## config.mk

```make
export PLATFORM = sky130hd
export DESIGN_NAME = dual_down_counter_timer
export DESIGN_NICKNAME = d
export VERILOG_FILES = /design/src/inc/ddct_pkg.sv /design/src/logic/ddct_half.sv /design/src/logic/dual_down_counter_timer.sv
export VERILOG_INCLUDE_DIRS = /design/src /design/src/inc
export SDC_FILE = /design/constraint.sdc
export NUM_CORES = 1
export LEC_CHECK = 0
export BUFFER_PORTS_ARGS = -buffer_cell sky130_fd_sc_hd__buf_4
export CORE_MARGIN = 1
export CORE_UTILIZATION = 48
export CTS_CLUSTER_DIAMETER = 200
export CTS_CLUSTER_SIZE = 24
export DETAILED_ROUTE_END_ITERATION = 6
export HOLD_SLACK_MARGIN = 0.12
export PLACE_DENSITY = 0.75
export SYNTH_ARGS = -nofsm -noshare
export SYNTH_HDL_FRONTEND = slang
export SYNTH_SLANG_ARGS = --single-unit
export TNS_END_PERCENT = 5
```

## constraint.sdc

```tcl
create_clock -name clk -period 1.91 [get_ports clk]
set_input_delay 0.0955 -clock clk [delete_from_list [all_inputs] [get_ports clk]]
set_output_delay 0.0955 -clock clk [all_outputs]
set_load 0.1 [all_outputs]
```

## src/inc/ddct_defs.svh

```systemverilog
// timing counts and reset values for the dual down counter timer
`ifndef DDCT_DEFS_SVH
`define DDCT_DEFS_SVH
`define DDCT_CNT_WIDTH 16
`define DDCT_POS_COUNT 16
`define DDCT_PRESCALE_DIV 4
`define DDCT_RESTART_RESET 16'h0000
`define DDCT_MAX_IN_KHZ_DIRECT 2500
`define DDCT_MAX_IN_KHZ_PRESCALED 10000
`endif

```

## src/inc/ddct_pkg.sv

```systemverilog
// types shared by the dual down counter timer
package ddct_pkg;
	typedef logic [15:0] ddct_word_t;
	typedef logic [3:0] ddct_pos_t;
	typedef logic [15:0] ddct_irq_t;
endpackage

```

## src/logic/ddct_half.sv

```systemverilog
// one 16-bit reloading down counter half
`timescale 1ns/1ps
`include "ddct_defs.svh"
module ddct_half
(
	input wire logic clk,
	input wire logic reset_n,
	input wire logic tick,
	input wire logic reloadNow,
	input ddct_pkg::ddct_word_t restartValue,
	output ddct_pkg::ddct_word_t count,
	output logic atZero
);
	import ddct_pkg::*;
	ddct_word_t next_count;
	assign atZero = (count == 16'h0000);
	// zero reloads the restart value instead of wrapping
	assign next_count = (reloadNow || atZero) ? restartValue
		: count - 16'h0001;
	always_ff @(posedge clk or negedge reset_n) begin
		if (!reset_n) begin
			count <= `DDCT_RESTART_RESET;
		end else if (tick) begin
			count <= next_count;
		end
	end
	chk_reload_at_zero: assert property (
		@(posedge clk) disable iff (!reset_n)
		tick && atZero |=> count == $past(restartValue))
		else $error("half did not reload at zero");
	chk_down_step: assert property (
		@(posedge clk) disable iff (!reset_n)
		tick && !atZero && !reloadNow |=> count == $past(count) - 16'h0001)
		else $error("half did not step down");
endmodule

```

## src/logic/dual_down_counter_timer.sv

```systemverilog
// dual 16-bit down counters with prescaler and 32-bit join
`timescale 1ns/1ps
`include "ddct_defs.svh"
// How it works
// two independent 16-bit counters, upper and lower, count down to zero
// each has a restart value register and a readable current count
// at zero a counter pulses the interrupt position software assigned it
// at zero the counter reloads its restart value and keeps counting
// optional divide-by-four prescaler on the counter input clock
// joined mode forms one 32-bit counter under upper control bits only
// joined: lower is low half, upper steps on lower underflow, both reload
module dual_down_counter_timer
(
	input wire logic clk,
	input wire logic reset_n,
	input wire logic counterClockIn,
	input wire logic prescaleEnable,
	input wire logic joinCounters,
	input wire logic upperRun,
	input wire logic lowerRun,
	input wire logic upperIrqEnable,
	input wire logic lowerIrqEnable,
	input ddct_pkg::ddct_pos_t upperIrqPos,
	input ddct_pkg::ddct_pos_t lowerIrqPos,
	input wire logic upperRestartWrite,
	input wire logic lowerRestartWrite,
	input ddct_pkg::ddct_word_t writeData,
	output ddct_pkg::ddct_word_t upper_restart_value,
	output ddct_pkg::ddct_word_t lower_restart_value,
	output ddct_pkg::ddct_word_t upper_current_count,
	output ddct_pkg::ddct_word_t lower_current_count,
	output ddct_pkg::ddct_irq_t interrupt_manager
);
	import ddct_pkg::*;
	logic lastClockIn;
	logic [1:0] prescaleCount;
	ddct_word_t upperCount;
	ddct_word_t lowerCount;
	logic upperZero;
	logic lowerZero;
	wire inEdge;
	wire countTick;
	wire upperTick;
	wire lowerTick;
	wire jointZero;
	wire upperFire;
	wire lowerFire;
	wire lowerEnabled;
	wire upperActive;
	ddct_irq_t next_irq;
	ddct_word_t lowerReloadValue;

	function automatic ddct_irq_t posDecode(input ddct_pos_t pos,
		input logic fire);
		posDecode = fire ? (16'h0001 << pos) : 16'h0000;
	endfunction

	// input is sampled; rising edges count, so it must stay below clk/2
	assign inEdge = counterClockIn && !lastClockIn;
	assign countTick = inEdge && (!prescaleEnable
		|| prescaleCount == 2'(`DDCT_PRESCALE_DIV - 1));
	assign upperActive = upperRun && countTick;
	// joined: lower's own run and interrupt bits are ignored
	assign lowerEnabled = joinCounters ? upperRun : lowerRun;
	assign lowerTick = lowerEnabled && countTick;
	assign jointZero = upperZero && lowerZero;
	assign upperTick = joinCounters ? (lowerTick && lowerZero)
		: upperActive;
	assign upperFire = upperIrqEnable && (joinCounters
		? (lowerTick && jointZero) : (upperActive && upperZero));
	assign lowerFire = !joinCounters && lowerIrqEnable && lowerTick
		&& lowerZero;
	assign next_irq = posDecode(upperIrqPos, upperFire)
		| posDecode(lowerIrqPos, lowerFire);
	// joined: lower wraps to all ones until both halves sit at zero
	assign lowerReloadValue = (joinCounters && !jointZero) ? 16'hFFFF
		: lower_restart_value;

	always_ff @(posedge clk or negedge reset_n) begin
		if (!reset_n) begin
			lastClockIn <= 1'b0;
			prescaleCount <= 2'h0;
		end else begin
			lastClockIn <= counterClockIn;
			if (inEdge) begin
				prescaleCount <= prescaleCount + 2'h1;
			end
		end
	end

	always_ff @(posedge clk or negedge reset_n) begin
		if (!reset_n) begin
			upper_restart_value <= `DDCT_RESTART_RESET;
			lower_restart_value <= `DDCT_RESTART_RESET;
		end else begin
			if (upperRestartWrite) begin
				upper_restart_value <= writeData;
			end
			if (lowerRestartWrite) begin
				lower_restart_value <= writeData;
			end
		end
	end

	always_ff @(posedge clk or negedge reset_n) begin
		if (!reset_n) begin
			upper_current_count <= 16'h0000;
			lower_current_count <= 16'h0000;
			interrupt_manager <= 16'h0000;
		end else begin
			upper_current_count <= upperCount;
			lower_current_count <= lowerCount;
			interrupt_manager <= next_irq;
		end
	end

	// joined reload: at zero-zero the upper steps with lower and reloads
	ddct_half ddct_half_upper_inst (
		.clk(clk),
		.reset_n(reset_n),
		.tick(upperTick),
		.reloadNow(1'b0),
		.restartValue(upper_restart_value),
		.count(upperCount),
		.atZero(upperZero)
	);
	// joined: lower alone at zero must not reload until the pair is zero
	ddct_half ddct_half_lower_inst (
		.clk(clk),
		.reset_n(reset_n),
		.tick(lowerTick),
		.reloadNow(1'b0),
		.restartValue(lowerReloadValue),
		.count(lowerCount),
		.atZero(lowerZero)
	);

	// interrupt strobes follow the tick at zero by one cycle
	chk_irq_on_zero: assert property (
		@(posedge clk) disable iff (!reset_n)
		upperActive && !joinCounters && upperZero && upperIrqEnable
		|=> interrupt_manager[$past(upperIrqPos)])
		else $error("upper zero gave no interrupt");
	chk_lower_irq: assert property (
		@(posedge clk) disable iff (!reset_n)
		lowerTick && !joinCounters && lowerZero && lowerIrqEnable
		|=> interrupt_manager[$past(lowerIrqPos)])
		else $error("lower zero gave no interrupt");
	chk_irq_pulse: assert property (
		@(posedge clk) disable iff (!reset_n)
		!countTick |=> interrupt_manager == 16'h0000)
		else $error("interrupt without a count tick");

	// pin edges reach the counters only through the prescaler gate
	chk_prescale_div: assert property (
		@(posedge clk) disable iff (!reset_n)
		prescaleEnable && countTick |-> prescaleCount == 2'h3)
		else $error("prescaled tick not every fourth edge");
	chk_direct_tick: assert property (
		@(posedge clk) disable iff (!reset_n)
		inEdge && !prescaleEnable && upperRun && !joinCounters && !upperZero
		|=> upperCount == $past(upperCount) - 16'h0001)
		else $error("direct input edge did not step the upper counter");

	// a stopped counter holds its value whatever the other one does; joined, lower stops on upperRun, not lowerRun
	chk_upper_hold: assert property (
		@(posedge clk) disable iff (!reset_n)
		!upperRun |=> upperCount == $past(upperCount))
		else $error("upper counted while stopped");
	chk_lower_hold: assert property (
		@(posedge clk) disable iff (!reset_n)
		!joinCounters && !lowerRun |=> lowerCount == $past(lowerCount))
		else $error("lower counted while stopped");

	// joined mode: lower run and interrupt bits must have no effect
	chk_join_lower: assert property (
		@(posedge clk) disable iff (!reset_n)
		joinCounters && !upperRun |=> lowerCount == $past(lowerCount))
		else $error("joined lower ran without upper run");
	chk_join_quiet: assert property (
		@(posedge clk) disable iff (!reset_n)
		joinCounters && upperIrqPos != lowerIrqPos
		|=> !interrupt_manager[$past(lowerIrqPos)])
		else $error("joined lower raised its own interrupt");
	chk_join_irq: assert property (
		@(posedge clk) disable iff (!reset_n)
		joinCounters && lowerTick && jointZero && upperIrqEnable
		|=> interrupt_manager[$past(upperIrqPos)])
		else $error("joined terminal count gave no interrupt");
	chk_join_carry: assert property (
		@(posedge clk) disable iff (!reset_n)
		joinCounters && lowerTick && !lowerZero
		|=> upperCount == $past(upperCount))
		else $error("upper stepped without lower underflow");
	chk_join_borrow: assert property (
		@(posedge clk) disable iff (!reset_n)
		joinCounters && lowerTick && lowerZero && !upperZero
		|=> lowerCount == 16'hFFFF
		&& upperCount == $past(upperCount) - 16'h0001)
		else $error("joined lower underflow did not borrow");
	chk_join_reload: assert property (
		@(posedge clk) disable iff (!reset_n)
		joinCounters && lowerTick && jointZero
		|=> upperCount == $past(upper_restart_value)
		&& lowerCount == $past(lower_restart_value))
		else $error("joined halves did not reload together");

	// the readable values lag the internal halves by one cycle
	chk_count_visible: assert property (
		@(posedge clk) disable iff (!reset_n)
		1'b1 |=> lower_current_count == $past(lowerCount))
		else $error("current count not shown");
	chk_upper_visible: assert property (
		@(posedge clk) disable iff (!reset_n)
		1'b1 |=> upper_current_count == $past(upperCount))
		else $error("upper current count not shown");
	chk_restart_store: assert property (
		@(posedge clk) disable iff (!reset_n)
		upperRestartWrite |=> upper_restart_value == $past(writeData))
		else $error("restart value not stored");
	chk_lower_store: assert property (
		@(posedge clk) disable iff (!reset_n)
		lowerRestartWrite |=> lower_restart_value == $past(writeData))
		else $error("lower restart value not stored");
	chk_restart_hold: assert property (
		@(posedge clk) disable iff (!reset_n)
		!upperRestartWrite |=> upper_restart_value == $past(upper_restart_value))
		else $error("restart value changed without a write");
endmodule

```

==> out/results.ini <==
[synth]
yosys-top-cells-area = dfrtp_1, mux2_2, o21ai_0
syn_area_per_cell_um2 = 11.9
synth_top_area_share_pct = 58.7
synth_ff_type = dfrtp_1
synthCells = 412
async_flop_share_pct = 100
syn-num-nets = 451
synth_area_leader_cell = dfrtp_1
ys_seq_area_share_pct = 58.7
ys_ff_latch = 115
ys_types = 59
yosysWarnings = 0
syn_area_um2 = 4900
synth_edf_count = 0

[drt]
vias_per_cell = 5.82
drc_errors = 0
vias = 4642
first_pass_iters = 4
drt-total-wl_um = 16100
wl_per_cell_um = 20.3
drt-initial-drc-count = 351
drtAntennaViolNets = 0

[finish]
diodes = 0
areaGrowthSynthToFinish_pct = 58.0
nets = 690
finalNonFillerCells = 797
finalCoreUtilization_pct = 78.9
drive_gt1_share_pct = 46.2

[clock_tree]
cts_root_buf = clkbuf_8
clk_pin_slew_ns = 0.06
cts_buffers = 17
clock_latency_ns = 0.53
h-tree-depth = 4
clk_path_buf_depth = 2
cts_tree = done
cts_sinks = 115

[worst_setup_path]
cpMaxStageDelayCell = dfrtp_1
r2r_setup_slack_ns = -0.11
crit_arrival_ns = 2.46
worstPathCellList = inv_2 -> ha_4 -> nor4b_4 -> buf_4 -> nand4_4 -> a21boi_4 -> buf_6 -> buf_6 -> a21oi_1 -> a21oi_1
worst-path-max-fanout = 5
end_kind = flop
required_ns = 2.35
worstSetupStartpointType = flop
slowest_delay_ns = 0.40
criticalPathCategory = flop to flop

[global_route]
overflow = 0
grt_pass1_wl_um = 22300
grt_use_total_pct = 28.6
grt_max_degree = 45
grt_pass1_vias = 4421
antenna_found_initial = 0

[die]
core_area_um2 = 9820
die_height_um = 103
die_area_um2 = 10600
start_util_pct = 49.9
die_x_um = 103
io_pins = 115
rows = 36

[placement]
place_inst = 706
hpwl_um = 9270
place_congestion = 0.853
place_ws_ns = -0.189
portBuffers = 114

[sta]
worst_slack_ns = -0.110
holdWs_ns = 0.150
setup_viol = 23
hold_viol = 0
finalCritPeriodShare_pct = 106
rsz0062_at_grt = yes
slew_headroom_pct = 70.9
slew_violations = 0
timing.fmax_mhz = 495
period_minus_slack_ns = 2.02
worst_pin_slew_ns = 0.436
finClkSkew_ns = 0.0105

[power]
leakage_nw = 3.57
p_sw_w = 0.00607
clockPowerShare_pct = 22.4
powerDensity_nw_per_um2 = 1680
combPwrFrac_pct = 49.5
internal_power_w = 0.00695
p_seq_share_pct = 28.1
sw_frac_of_total_pct = 46.6
irDropWorstVdd_v = 0.00159

[job]
maxCapViolations = 0

[hold_path]
hold_class = primary input to asynchronous set/reset pin

[outcome]
status = complete, but fails checks
violations = setup timing

==> cell families (layout without fill, tap and decap cells) <==
family	count (synthesis)	after routing	synth area share [%]
flip-flops	115	115	58.7
buffers and inverters	24	275	2.30
AND/OR/NAND/NOR	126	126	15.5
adder cells (fa/ha/maj)	4	4	1.02
multiplexers	34	34	7.76
AO/OA/AOI/OAI	107	108	14.4
XOR/XNOR	2	2	0.357
==> critical path, delay by kind of cell, from the launching register on <==
| family | cells | cell delay, ns |
|---|---|---|
| buffers and inverters | 4 | 0.56 |
| AO/OA/AOI/OAI | 3 | 0.48 |
| flip-flops | 1 | 0.40 |
| AND/OR/NAND/NOR | 2 | 0.36 |
| adder cells (fa/ha/maj) | 1 | 0.14 |
==> power by group through the flow <==
stage	Sequential, W	Clock [W]	Combinational, W
after detailed placement	0.00358	0	0.00569
after global routing	0.00372	0.00305	0.00673
after CTS	0.00357	0.00292	0.00593
after floorplan	0.00621	0	0.00122
final	0.00366	0.00292	0.00644
after global placement	0.00357	0	0.00561
==> per-layer routing <==
layer | wire, µm | up-vias | global-route usage [%]
li1 | - | 2004 | -
met1 | 6300 | 2321 | 36.4
met2 | 8130 | 268 | 46.8
met3 | 1220 | 49 | 6.78
met4 | 496 | 0 | 12.1
met5 | 0 | - | 0
==> layout make-up <==
cell class,instances,area (µm²)
Clock buffer,20,425
Timing Repair Buffer,232,1920
Multi-Input combinational cell,274,2200
Clock inverter,12,115
Fill cell,567,2070
Inverter,11,41.3
Tap cell,133,166
Sequential cell,115,2880
==> metrics by stage <==
stage,power (W),cell area [µm²],TNS (ns)
global route,0.0135,7750,-2.95
detailed placement,0.00927,6320,-2.69
global placement,0.00918,6320,-0.226
floorplan,0.00744,4900,0
CTS,0.0124,7410,-0.399
finish,0.0130,7750,-1.07
==> path summary, 6_finish.rpt <==
path,startpoint,cells past startpoint,end
worst max-delay path,ddct_half_lower_inst.count[1]$_DFFE_PN0N_,10,ddct_half_upper_inst.count[3]$_DFFE_PN0P_
worst min-delay path,reset_n,3,ddct_half_upper_inst.count[1]$_DFFE_PN0P_
worst max register to register,ddct_half_lower_inst.count[1]$_DFFE_PN0N_,10,ddct_half_upper_inst.count[3]$_DFFE_PN0P_
worst min register to register,ddct_half_upper_inst.count[9]$_DFFE_PN0P_,0,upper_current_count[9]$_DFF_PN0_
max in group asynchronous,reset_n,3,ddct_half_upper_inst.count[9]$_DFFE_PN0P_
min in group clk,prescaleEnable,5,ddct_half_lower_inst.count[0]$_DFFE_PN0N_
==> Yosys cell counts (all sizes together) (2+ instances only) <==
library cell	number
dfrtp	115
o21ai	35
mux2	32
a21oi	30
nand2	29
nor2	21
o32ai	18
nor3	12
inv	11
nand2b	10
nand3	10
buf	7
clkbuf	6
nand4	6
nor4	6
or2	6
nor3b	5
o31ai	5
ha	4
nor2b	4
o41ai	4
or3	4
nor4b	3
a21boi	2
a21o	2
a2bb2oi	2
and4	2
mux2i	2
nand3b	2
o211ai	2
==> sequential cells by signal (all words and copies together), names as in the netlist <==
signal	count
ddct_half_lower_inst.count	16
upper_restart_value	16
upper_current_count	16
interrupt_manager	16
lower_restart_value	16
lastClockIn	1
prescaleCount	2
lower_current_count	16
ddct_half_upper_inst.count	16
==> placed cells by master, fill, tap and decap left out, types with 10 or more instances in the layout <==
master,netlist,routed
mux2_2,32,31
buf_4,1,176
nand2_1,29,28
o21ai_0,32,29
nor2_1,21,18
o32ai_1,18,14
dlygate4sd3_1,0,45
nand2b_1,10,10
clkbuf_16,0,16
a21oi_1,30,26
dfrtp_1,115,114
==> what timing repair did <==
item / 4_1_cts / 5_1_grt
pin swaps: 15 / 10
gates cloned: 0 / 2
buffers inserted: 3 / 8
gates resized for setup: 17 / 52
hold endpoints to repair: 172 / 0
setup endpoints to repair: 30 / 44
hold buffers: 46 / 0
Note: power is estimated with default switching activity, not from simulation.
